### src/inc/pcis_pkg.sv
// Contract
// Channel clock edge resets PWM latch; comparator trip sets it again.
// Reference is a 12-bit setting from resistors, memory or host.
// Range 0 scales output 5.5x reference, range 1 scales 2.75x.
// Positive limit drops top switch; negative limit drops bottom switch at once.
// Repeated peak overcurrent events set the channel overcurrent fault.
// Bottom switch on when top off; in continuous mode until comparator trips.
// In discontinuous mode bottom switch drops on reverse-current comparator.
// Initialization starts on good supplies, restore command or reset command.
// RAM self-test runs during every initialization.
// Failed self-test answers only device address 0x7C and globals 0x5A, 0x5B.
// Failed self-test flags persistent memory fault and skips memory access.
// Failed self-test drives run lines and timebase low continuously.
// A later passing self-test, e.g. after reset command, restores operation.
// During initialization PWM off, run lines and timebase low, fault pins released.
// Initialization reads resistor pins and copies memory into command memory.
// Ignore-pins bit 6 makes memory source everything except the device address.
// Address-select pins supply part of the address unless both are open.
// Initialization takes about 35ms; timebase released after input above threshold.
// Shared run lines held low until every unit ready; timebase released when met.
// Run high and on-delay expired starts monotonic ramp from zero to set point.
// No switching until ramp exceeds rail; rise below 0.25ms skips ramp.
// Output enabled after on-delay; turn-off sequenced by off-delay.
// Timebase is an open-drain bussed clock of nominally 100kHz.
// Device can pull run lines low during reset and restart conditions.
// Delay and rise intervals are counted on shared timebase ticks.
package pcis_pkg;
  localparam int          CLK_HZ         = 50_000_000;
  localparam int          INIT_TIME_US   = 35_000;
  localparam int          INIT_CYCLES    = CLK_HZ / 1_000_000 * INIT_TIME_US;
  localparam int          TB_HZ          = 100_000;
  localparam int          TB_HALF_CYC    = CLK_HZ / TB_HZ / 2;
  localparam int          MIN_RISE_US    = 250;
  localparam int          TB_PERIOD_US   = 1_000_000 / TB_HZ;
  localparam int          MIN_RISE_TICKS = (MIN_RISE_US + TB_PERIOD_US - 1) / TB_PERIOD_US;
  localparam int          DAC_W          = 12;
  localparam int          DLY_W          = 16;
  localparam int          OC_CNT_W       = 4;
  localparam int          CFG_IGNORE_PIN = 6;
  localparam logic [6:0]  ADDR_SAFE      = 7'h7C;
  localparam logic [6:0]  ADDR_GLOBAL_A  = 7'h5A;
  localparam logic [6:0]  ADDR_GLOBAL_B  = 7'h5B;
  localparam logic [1:0]  ADDR_SEL_OPEN  = 2'h3;
  localparam logic [1:0]  RANGE_5X5      = 2'h0;
  localparam logic [DAC_W-1:0] DAC_ZERO  = 12'h000;
  typedef enum logic [2:0] {PCIS_ST_IDLE, PCIS_ST_BIST, PCIS_ST_LOAD, PCIS_ST_WAIT,
                            PCIS_ST_FAIL, PCIS_ST_READY} pcis_init_t;
  typedef enum logic [2:0] {PCIS_CH_OFF, PCIS_CH_ONDLY, PCIS_CH_RAMP, PCIS_CH_ON,
                            PCIS_CH_OFFDLY} pcis_ch_t;
endpackage

### src/pcis_sequencer.sv
`timescale 1ns/10ps
module pcis_sequencer #(
  parameter int NCH         = 2,
  parameter int INIT_CYC    = pcis_pkg::INIT_CYCLES,
  parameter int OC_REPEAT   = 3
) (
  // Clock and reset
  input  wire logic                            i_clock,
  input  wire logic                            i_rst,
  // Supplies and init triggers
  input  wire logic                            i_supply_3v3_ok,
  input  wire logic                            i_supply_2v5_ok,
  input  wire logic                            i_restore_cmd,
  input  wire logic                            i_reset_cmd,
  input  wire logic                            i_bist_done,
  input  wire logic                            i_bist_pass,
  input  wire logic                            i_input_above_on,
  // Configuration sources
  input  wire logic [15:0]                     i_global_config_word,
  input  wire logic                            i_cfg_pins_open,
  input  wire logic [1:0]                      i_addr_sel_open,
  input  wire logic [6:0]                      i_addr_from_pins,
  input  wire logic [6:0]                      i_addr_from_nvm,
  input  wire logic [NCH*pcis_pkg::DAC_W-1:0]  i_ref_from_pins,
  input  wire logic [NCH*pcis_pkg::DAC_W-1:0]  i_ref_from_nvm,
  input  wire logic [NCH*pcis_pkg::DAC_W-1:0]  i_ref_from_host,
  input  wire logic [NCH-1:0]                  i_ref_host_valid,
  input  wire logic [NCH*2-1:0]                i_out_range,
  input  wire logic [NCH*pcis_pkg::DLY_W-1:0]  i_on_delay,
  input  wire logic [NCH*pcis_pkg::DLY_W-1:0]  i_off_delay,
  input  wire logic [NCH*pcis_pkg::DLY_W-1:0]  i_rise_time,
  // Serial address check
  input  wire logic [6:0]                      i_serial_addr,
  // Pins and per-cycle comparators
  input  wire logic [NCH-1:0]                  i_run_line,
  input  wire logic                            i_timebase_in,
  input  wire logic [NCH-1:0]                  i_chan_clock,
  input  wire logic [NCH-1:0]                  i_pwm_comparator,
  input  wire logic [NCH-1:0]                  i_peak_limit_pos,
  input  wire logic [NCH-1:0]                  i_peak_limit_neg,
  input  wire logic [NCH-1:0]                  i_reverse_current_comparator,
  input  wire logic [NCH-1:0]                  i_discontinuous_conduction,
  input  wire logic [NCH-1:0]                  i_ramp_above_rail,
  input  wire logic [NCH-1:0]                  i_fault_clear,
  // Outputs
  output logic [NCH-1:0]                       o_run_line_oe,
  output logic                                 o_timebase_oe,
  output logic [NCH-1:0]                       o_fault_share_pin_oe,
  output logic [NCH-1:0]                       o_top_on,
  output logic [NCH-1:0]                       o_bottom_on,
  output logic [NCH-1:0]                       o_overcurrent_fault,
  output logic [NCH*pcis_pkg::DAC_W-1:0]       o_ref_cmd,
  output logic [NCH*2-1:0]                     o_gain_range,
  output logic                                 o_addr_accept,
  output logic [6:0]                           o_device_addr,
  output logic                                 o_memory_fault,
  output logic                                 o_nvm_read,
  output logic                                 o_init_busy,
  output logic                                 o_seq_ready
);
  import pcis_pkg::*;

  // Three-stage pin synchronisers
  logic [NCH:0] sync1;
  logic [NCH:0] sync2;
  logic [NCH:0] sync3;
  always_ff @(posedge i_clock or posedge i_rst) begin
    if (i_rst) begin
      sync1 <= '0;
      sync2 <= '0;
      sync3 <= '0;
    end else begin
      sync1 <= {i_timebase_in, i_run_line};
      sync2 <= sync1;
      sync3 <= sync2;
    end
  end
  logic [NCH:0] pin_q;
  logic [NCH:0] next_pin_q;
  always_comb begin
    for (int k = 0; k <= NCH; k++) begin
      next_pin_q[k] = (sync2[k] == sync3[k]) ? sync2[k] : pin_q[k];
    end
  end
  always_ff @(posedge i_clock or posedge i_rst) begin
    if (i_rst) pin_q <= '0;
    else pin_q <= next_pin_q;
  end

  // Init sequencer state
  pcis_init_t st;
  pcis_init_t next_st;
  logic [31:0] icnt;
  logic [31:0] next_icnt;
  logic        mem_fault;
  logic        next_mem_fault;
  logic [6:0]  dev_addr;
  logic [6:0]  next_dev_addr;
  logic        supplies_ok;
  logic        restart;
  assign supplies_ok = i_supply_3v3_ok & i_supply_2v5_ok;
  assign restart     = i_restore_cmd | i_reset_cmd;

  always_comb begin
    next_st        = st;
    next_icnt      = icnt;
    next_mem_fault = mem_fault;
    next_dev_addr  = dev_addr;
    if (!supplies_ok) begin
      next_st = PCIS_ST_IDLE;
    // restart commands
    end else if (restart) begin
      next_st   = PCIS_ST_BIST;
      next_icnt = '0;
    end else begin
      case (st)
        PCIS_ST_IDLE: begin
          // supplies start init
          next_st   = PCIS_ST_BIST;
          next_icnt = '0;
        end
        PCIS_ST_BIST: begin
          next_icnt = icnt + 32'h1;
          // RAM self-test
          if (i_bist_done) begin
            // persistent memory fault
            next_mem_fault = !i_bist_pass;
            // pass restores operation
            next_st = i_bist_pass ? PCIS_ST_LOAD : PCIS_ST_FAIL;
          end
        end
        PCIS_ST_LOAD: begin
          next_icnt = icnt + 32'h1;
          // low four address bits from pins unless both open
          if (i_addr_sel_open == ADDR_SEL_OPEN) next_dev_addr = i_addr_from_nvm;
          else next_dev_addr = {i_addr_from_nvm[6:4], i_addr_from_pins[3:0]};
          // about 35ms init
          if (icnt >= INIT_CYC - 1) next_st = PCIS_ST_WAIT;
        end
        PCIS_ST_WAIT: begin
          // wait input above threshold
          if (i_input_above_on) next_st = PCIS_ST_READY;
        end
        PCIS_ST_FAIL: next_st = PCIS_ST_FAIL;
        PCIS_ST_READY: if (!i_input_above_on) next_st = PCIS_ST_WAIT;
        default: next_st = PCIS_ST_IDLE;
      endcase
    end
  end
  always_ff @(posedge i_clock or posedge i_rst) begin
    if (i_rst) begin
      st        <= PCIS_ST_IDLE;
      icnt      <= '0;
      mem_fault <= 1'b0;
      dev_addr  <= ADDR_SAFE;
    end else begin
      st        <= next_st;
      icnt      <= next_icnt;
      mem_fault <= next_mem_fault;
      dev_addr  <= next_dev_addr;
    end
  end

  logic in_init;
  logic ready;
  assign in_init = (st != PCIS_ST_READY) && (st != PCIS_ST_WAIT);
  assign ready   = (st == PCIS_ST_READY);

  // address filter on failure
  always_comb begin
    if (st == PCIS_ST_FAIL) begin
      o_addr_accept = (i_serial_addr == ADDR_SAFE) || (i_serial_addr == ADDR_GLOBAL_A) ||
                      (i_serial_addr == ADDR_GLOBAL_B);
    end else begin
      o_addr_accept = ready && (i_serial_addr == dev_addr);
    end
  end

  // open-drain 100kHz timebase
  logic [15:0] tb_div;
  logic [15:0] next_tb_div;
  logic        tb_low;
  logic        next_tb_low;
  logic        tb_prev;
  logic        tb_tick;
  always_comb begin
    next_tb_div = tb_div + 16'h1;
    next_tb_low = tb_low;
    if (tb_div >= 16'(TB_HALF_CYC - 1)) begin
      next_tb_div = '0;
      next_tb_low = !tb_low;
    end
  end
  always_ff @(posedge i_clock or posedge i_rst) begin
    if (i_rst) begin
      tb_div  <= '0;
      tb_low  <= 1'b0;
      tb_prev <= 1'b0;
    end else begin
      tb_div  <= next_tb_div;
      tb_low  <= next_tb_low;
      tb_prev <= pin_q[NCH];
    end
  end
  // tick on shared line rise
  assign tb_tick = pin_q[NCH] & !tb_prev;

  // fail holds low; R14: init holds low; R19: released when met
  always_ff @(posedge i_clock or posedge i_rst) begin
    if (i_rst) begin
      o_timebase_oe        <= 1'b1;
      o_run_line_oe        <= '1;
      o_fault_share_pin_oe <= '0;
      o_memory_fault       <= 1'b0;
      o_nvm_read           <= 1'b0;
      o_device_addr        <= ADDR_SAFE;
      o_init_busy          <= 1'b1;
      o_seq_ready          <= 1'b0;
    end else begin
      o_timebase_oe        <= !ready | tb_low;
      // pull run lines in reset
      o_run_line_oe        <= {NCH{!ready}};
      // fault pins released
      o_fault_share_pin_oe <= '0;
      o_memory_fault       <= next_mem_fault;
      // no memory access on fail; R15: copy memory
      o_nvm_read           <= (next_st == PCIS_ST_LOAD);
      o_device_addr        <= dev_addr;
      o_init_busy          <= in_init;
      o_seq_ready          <= ready;
    end
  end

  logic ignore_pins;
  // ignore-pins bit
  assign ignore_pins = i_global_config_word[CFG_IGNORE_PIN] | i_cfg_pins_open;

  // Per-channel logic
  for (genvar c = 0; c < NCH; c++) begin : g_ch
    logic [DAC_W-1:0] set_pt;
    logic [DAC_W-1:0] ramp;
    logic [DAC_W-1:0] next_ramp;
    logic [DLY_W-1:0] dcnt;
    logic [DLY_W-1:0] next_dcnt;
    logic [DLY_W-1:0] on_d;
    logic [DLY_W-1:0] off_d;
    logic [DLY_W-1:0] rise;
    pcis_ch_t         cs;
    pcis_ch_t         next_cs;
    logic             latch;
    logic             next_latch;
    logic             bot;
    logic             next_bot;
    logic [OC_CNT_W-1:0] occ;
    logic [OC_CNT_W-1:0] next_occ;
    logic             ocf;
    logic             next_ocf;
    logic             sw_en;
    logic             run_hi;

    assign on_d   = i_on_delay[c*DLY_W +: DLY_W];
    assign off_d  = i_off_delay[c*DLY_W +: DLY_W];
    assign rise   = i_rise_time[c*DLY_W +: DLY_W];
    assign run_hi = pin_q[c] & ready;

    // reference source select
    always_comb begin
      if (i_ref_host_valid[c]) set_pt = i_ref_from_host[c*DAC_W +: DAC_W];
      else if (ignore_pins) set_pt = i_ref_from_nvm[c*DAC_W +: DAC_W];
      else set_pt = i_ref_from_pins[c*DAC_W +: DAC_W];
    end

    // ramp sequencing; R22: on and off delays
    always_comb begin
      next_cs   = cs;
      next_dcnt = dcnt;
      next_ramp = ramp;
      case (cs)
        PCIS_CH_OFF: begin
          next_ramp = DAC_ZERO;
          next_dcnt = '0;
          if (run_hi) next_cs = PCIS_CH_ONDLY;
        end
        PCIS_CH_ONDLY: begin
          if (!run_hi) next_cs = PCIS_CH_OFF;
          else if (dcnt >= on_d) begin
            next_dcnt = '0;
            // short rise skips ramp
            if (rise < DLY_W'(MIN_RISE_TICKS)) begin
              next_ramp = set_pt;
              next_cs   = PCIS_CH_ON;
            end else next_cs = PCIS_CH_RAMP;
          end else if (tb_tick) next_dcnt = dcnt + 1'b1;
        end
        PCIS_CH_RAMP: begin
          if (!run_hi) begin
            next_cs   = PCIS_CH_OFFDLY;
            next_dcnt = '0;
          end else if (tb_tick) begin
            next_dcnt = dcnt + 1'b1;
            next_ramp = DAC_W'(({4'h0, set_pt} * 28'(dcnt + 1'b1)) / 28'(rise));
            if (dcnt + 1'b1 >= rise) begin
              next_ramp = set_pt;
              next_cs   = PCIS_CH_ON;
            end
          end
        end
        PCIS_CH_ON: begin
          next_ramp = set_pt;
          if (!run_hi) begin
            next_cs   = PCIS_CH_OFFDLY;
            next_dcnt = '0;
          end
        end
        PCIS_CH_OFFDLY: begin
          if (!ready) next_cs = PCIS_CH_OFF;
          else if (dcnt >= off_d) next_cs = PCIS_CH_OFF;
          else if (tb_tick) next_dcnt = dcnt + 1'b1;
        end
        default: next_cs = PCIS_CH_OFF;
      endcase
    end

    // wait for ramp above rail; R14: PWM off in init
    assign sw_en = ((cs == PCIS_CH_RAMP) && i_ramp_above_rail[c]) ||
                   (cs == PCIS_CH_ON) || (cs == PCIS_CH_OFFDLY);

    // PWM latch; R4, R6, R7 bottom switch
    always_comb begin
      next_latch = latch;
      next_bot   = bot;
      if (i_chan_clock[c]) begin
        next_latch = 1'b0;
        next_bot   = 1'b1;
      end else if (i_pwm_comparator[c]) begin
        next_latch = 1'b1;
        next_bot   = 1'b0;
      end
      // positive limit
      if (i_peak_limit_pos[c]) next_latch = 1'b0;
      // negative limit; R7: zero current
      if (i_peak_limit_neg[c] ||
          (i_discontinuous_conduction[c] && i_reverse_current_comparator[c])) begin
        next_bot = 1'b0;
      end
      if (!sw_en) begin
        next_latch = 1'b0;
        next_bot   = 1'b0;
      end
    end

    // repeated overcurrent fault
    always_comb begin
      next_occ = occ;
      next_ocf = ocf & !i_fault_clear[c];
      if (i_peak_limit_pos[c] && !latch) begin
        next_occ = '0;
      end else if (i_peak_limit_pos[c]) begin
        next_occ = occ + 1'b1;
        if (occ + 1'b1 >= OC_CNT_W'(OC_REPEAT)) next_ocf = 1'b1;
      end
    end

    always_ff @(posedge i_clock or posedge i_rst) begin
      if (i_rst) begin
        cs    <= PCIS_CH_OFF;
        dcnt  <= '0;
        ramp  <= DAC_ZERO;
        latch <= 1'b0;
        bot   <= 1'b0;
        occ   <= '0;
        ocf   <= 1'b0;
      end else begin
        cs    <= next_cs;
        dcnt  <= next_dcnt;
        ramp  <= next_ramp;
        latch <= next_latch;
        bot   <= next_bot;
        occ   <= next_occ;
        ocf   <= next_ocf;
      end
    end

    assign o_top_on[c]                   = latch;
    assign o_bottom_on[c]                = bot;
    assign o_overcurrent_fault[c]        = ocf;
    assign o_ref_cmd[c*DAC_W +: DAC_W]   = ramp;
    // output range select
    assign o_gain_range[c*2 +: 2]        = i_out_range[c*2 +: 2];
  end
endmodule

### config.mk
export PLATFORM = sky130hd
export DESIGN_NAME = pcis_sequencer
export DESIGN_NICKNAME = d
export VERILOG_FILES = /design/src/inc/pcis_pkg.sv /design/src/pcis_sequencer.sv
export SDC_FILE = /design/constraint.sdc
export NUM_CORES = 2
export LEC_CHECK = 0
export CAP_MARGIN = 20
export CORE_ASPECT_RATIO = 1.75
export CORE_UTILIZATION = 45
export CTS_BUF_LIST = sky130_fd_sc_hd__clkbuf_8
export DETAILED_ROUTE_END_ITERATION = 10
export DONT_BUFFER_PORTS = 1
export GPL_ROUTABILITY_DRIVEN = 0
export PLACE_DENSITY = 0.67
export SETUP_SLACK_MARGIN = 0.15
export SYNTH_ARGS = -nofsm -noshare
export SYNTH_HDL_FRONTEND = slang
export SYNTH_SLANG_ARGS = --single-unit
### constraint.sdc
create_clock -name i_clock -period 103 [get_ports i_clock]
set_clock_uncertainty 0.1 [all_clocks]
set_input_delay 10.3 -clock i_clock [delete_from_list [all_inputs] [get_ports i_clock]]
set_output_delay 10.3 -clock i_clock [all_outputs]
set_load 0.05 [all_outputs]
==> results.toml <==
[outcome]
run_status = "complete, no violations"

[drt]
wl_per_cell_microns = 20.00
drc = 0
dr.first_iter.drc_count = 3134
drt_pass1_iterations = 6
drt-total-wl_microns = 190000
via_count = 59262
ant_nets = 0
via_per_inst = 6.237

[floorplanning]
rows = 175
core_area_sq_um = 129800
die_y_microns = 480.5
dieArea_sq_um = 132400
io_pins = 293
start_util = 0.4535
die_w_microns = 275.5

[worst_setup_path]
timing.rr.start = "g_ch[0].dcnt[0]"
critPathKind = "in -> reg"
r2r.worst_path.cells = 374
crit_path_frequent_cell = "o21a_1"
slowest_delay_ns = 0.72
startpoint_type = "input pin"
critPathMaxFanout = 36
critPathSlowestCell = "o31ai_2"
end_kind = "flop"
regToRegSetupSlack_ns = 14.74
critPathRequiredTime_ns = 103.29
rr_endpoint = "g_ch[0].ramp[0]"
worstPathArrival_ns = 97.49

[clock_tree]
cts_tree = "yes"
cts_resized = 0
clk_path_buf_depth = 2
clk_latency_ns = 0.52
ctsHoldBuffers = 0
cts_buffers = 17
root_buffer = "clkbuf_8"
path_clk_slew_ns = 0.10
post-cts-setup-buffers = 0
clock_sinks = 161
cts.htree.levels = 4

[yosys]
synth_edf_count = 0
synth.largest_area_cell = "ha_1"
synth_top_cells_by_area = "ha_1 (19%), fa_1 (10%), dfrtp_1 (6.3%), nand2_1 (5.2%), nor2_1 (5.0%)"
netlist_area_sq_um = 58890
syn-instance-count = 7890
synthFlopType = "dfrtp_1"
yosysUniqueCellTypes = 120
yosysTopAreaCellShare = 0.1900
ys_ff_latch = 161
yosysSeqAreaShare = 0.06869
postSynthAreaPerCell_sq_um = 7.463
ys_warn_count = 0
synthArstFlopShare = 1.000

[grt]
antenna_found_initial = 6
grt_pass1_vias = 59946
grt_max_degree = 91
grtUsageTotal = 0.2803
grt_pass1_wl_microns = 297600
grt-ovfl-total = 0

[timing]
hold_violations = 0
fin_crit_ns = 97.21
finalSetupViolCount = 0
rsz0062_at_grt = "no"
slew_headroom = 0.2207
tightestPinTransition_ns = 1.167
fin_tns_setup_ns = 0
fmax_mhz = 10.29
fin_crit_sh = 0.9437
maxSlewViolCount = 0

[run]
maxCapViolations = 0

[worst_hold_path]
min_to = "sync2[1]"
holdPathStages = 0
hp-class = "reg -> reg"
worstHoldStart = "sync1[1]"

[placement]
dp_hpwl_microns = 158200
port_buffers = 0

[final_layout]
nets = 9235
syn_to_final_growth_pct = 4.390
final_layout_size_suffix_gt1_frac = 0.06373
final_util = 0.4734

[pwr]
power.density_nw_per_um2 = 22.73
peakVddDrop_v = 0.00003827
power_leakage_nw = 30.47
where the power goes:
group,switching (mW),internal (mW)
combinational,0.704,0.566
sequential,0.0130,0.0667
clock,0.0295,0.0182
total,0.746,0.651
layout make-up:
| type | instances | area, sq um |
|---|---|---|
| diodes | 7 | 17.52 |
| clock buffers | 18 | 247.7 |
| clock inverters | 14 | 126.4 |
| fillers | 13001 | 68370 |
| inverters | 624 | 2347 |
| multi-input cells | 6897 | 51810 |
| flip-flops and latches | 161 | 4045 |
| well taps | 1681 | 2103 |
| repair buffers | 100 | 774.5 |
kinds of logic after synthesis:
| family | share of synthesized area |
|---|---|
| compound gates | 0.2456 |
| buf+inv | 0.05554 |
| simple gates | 0.2310 |
| xor+xnor | 0.06172 |
| flops | 0.06869 |
| mux | 0.04545 |
| fa+ha+maj | 0.2919 |
| other cells | 0.00006368 |
sequential cells by signal (all words and copies together) (netlist names), 6 cells and up:
register	cells
g_ch.dcnt	32
icnt	32
g_ch.ramp	24
tb_div	16
g_ch.occ	8
dev_addr	7
o_device_addr	7
g_ch.cs	6
Yosys cell counts, types with 23 or more instances:
| master | instances |
|---|---|
| ha_1 | 894 |
| nand2_1 | 816 |
| nor2_1 | 781 |
| inv_1 | 613 |
| a21oi_1 | 531 |
| o21ai_0 | 376 |
| nor3_1 | 325 |
| o21a_1 | 299 |
| fa_1 | 298 |
| xnor2_1 | 240 |
| nand3_1 | 183 |
| a21o_1 | 179 |
| xor2_1 | 175 |
| o31ai_1 | 171 |
| clkbuf_1 | 162 |
| mux2_2 | 161 |
| dfrtp_1 | 148 |
| nand2b_1 | 112 |
| nor2b_1 | 111 |
| and2_1 | 97 |
| o211ai_1 | 86 |
| or3_1 | 76 |
| mux2i_1 | 75 |
| nand4_1 | 69 |
| and3_1 | 66 |
| a31oi_1 | 60 |
| or2_2 | 56 |
| a211oi_1 | 51 |
| nor4_1 | 48 |
| o21ai_1 | 30 |
| o22ai_1 | 29 |
| o21bai_1 | 27 |
| nor3b_1 | 23 |
worst max path at each step:
stage                           end  slack, ns  cells past startpoint             from
detailed placement  g_ch[0].ramp[0]       3.23                    369  i_cfg_pins_open
floorplan           g_ch[0].ramp[0]      13.86                    393  i_cfg_pins_open
finish              g_ch[1].ramp[0]       5.79                    353  i_cfg_pins_open
global route        g_ch[1].ramp[0]       0.01                    350  i_cfg_pins_open
CTS                 g_ch[0].ramp[0]       3.38                    369  i_cfg_pins_open
global placement    g_ch[0].ramp[0]       4.43                    369  i_cfg_pins_open
metrics by stage:
step | setup slack, ns | cells | hold WS [ns] | cell area (sq um) | total power, mW
2_1_floorplan | 13.86 | 7899 | 0.2312 | 58920 | 1.095
3_3_place_gp | 4.432 | 9456 | 0.2360 | 60920 | 1.293
3_5_place_dp | 3.227 | 9458 | 0.2530 | 60930 | 1.332
4_1_cts | 3.382 | 9490 | 0.2755 | 61310 | 1.390
5_1_grt | 0.01373 | 9501 | 0.2849 | 61470 | 1.559
6_report | 5.795 | 9502 | 0.2722 | 61470 | 1.397
placed cells by master (no fill, tap or decap), types with 76 or more instances in the layout:
cell / instances
o31ai_1: 171
a21o_1: 179
o211ai_1: 86
or3_1: 76
nand2_1: 815
ha_1: 894
xor2_1: 174
fa_1: 298
xnor2_1: 240
nor3_1: 322
inv_1: 612
nand2b_1: 112
o21a_1: 294
mux2_2: 161
dfrtp_1: 148
and2_1: 96
buf_4: 95
nor2_1: 777
a21oi_1: 530
nor2b_1: 111
o21ai_0: 369
nand3_1: 183
critical path, delay by kind of cell:
family | cells | cell delay (ns)
muxes | 7 | 2.80
buffers and inverters | 18 | 3.99
and+or+nand+nor | 92 | 19.01
xor gates and xnor gates | 1 | 0.46
AOI/OAI and AO/OA | 201 | 48.63
adders and majority gates | 34 | 12.00
metal layers:
metal	wire, microns	GRT usage	vias up
met5	13	0	-
met2	99150	0.5370	1984
met4	15200	0.2005	2
li1	-	-	28198
met3	9248	0.02891	772
met1	66430	0.2744	28306
Note: power is estimated with default switching activity, not from simulation.
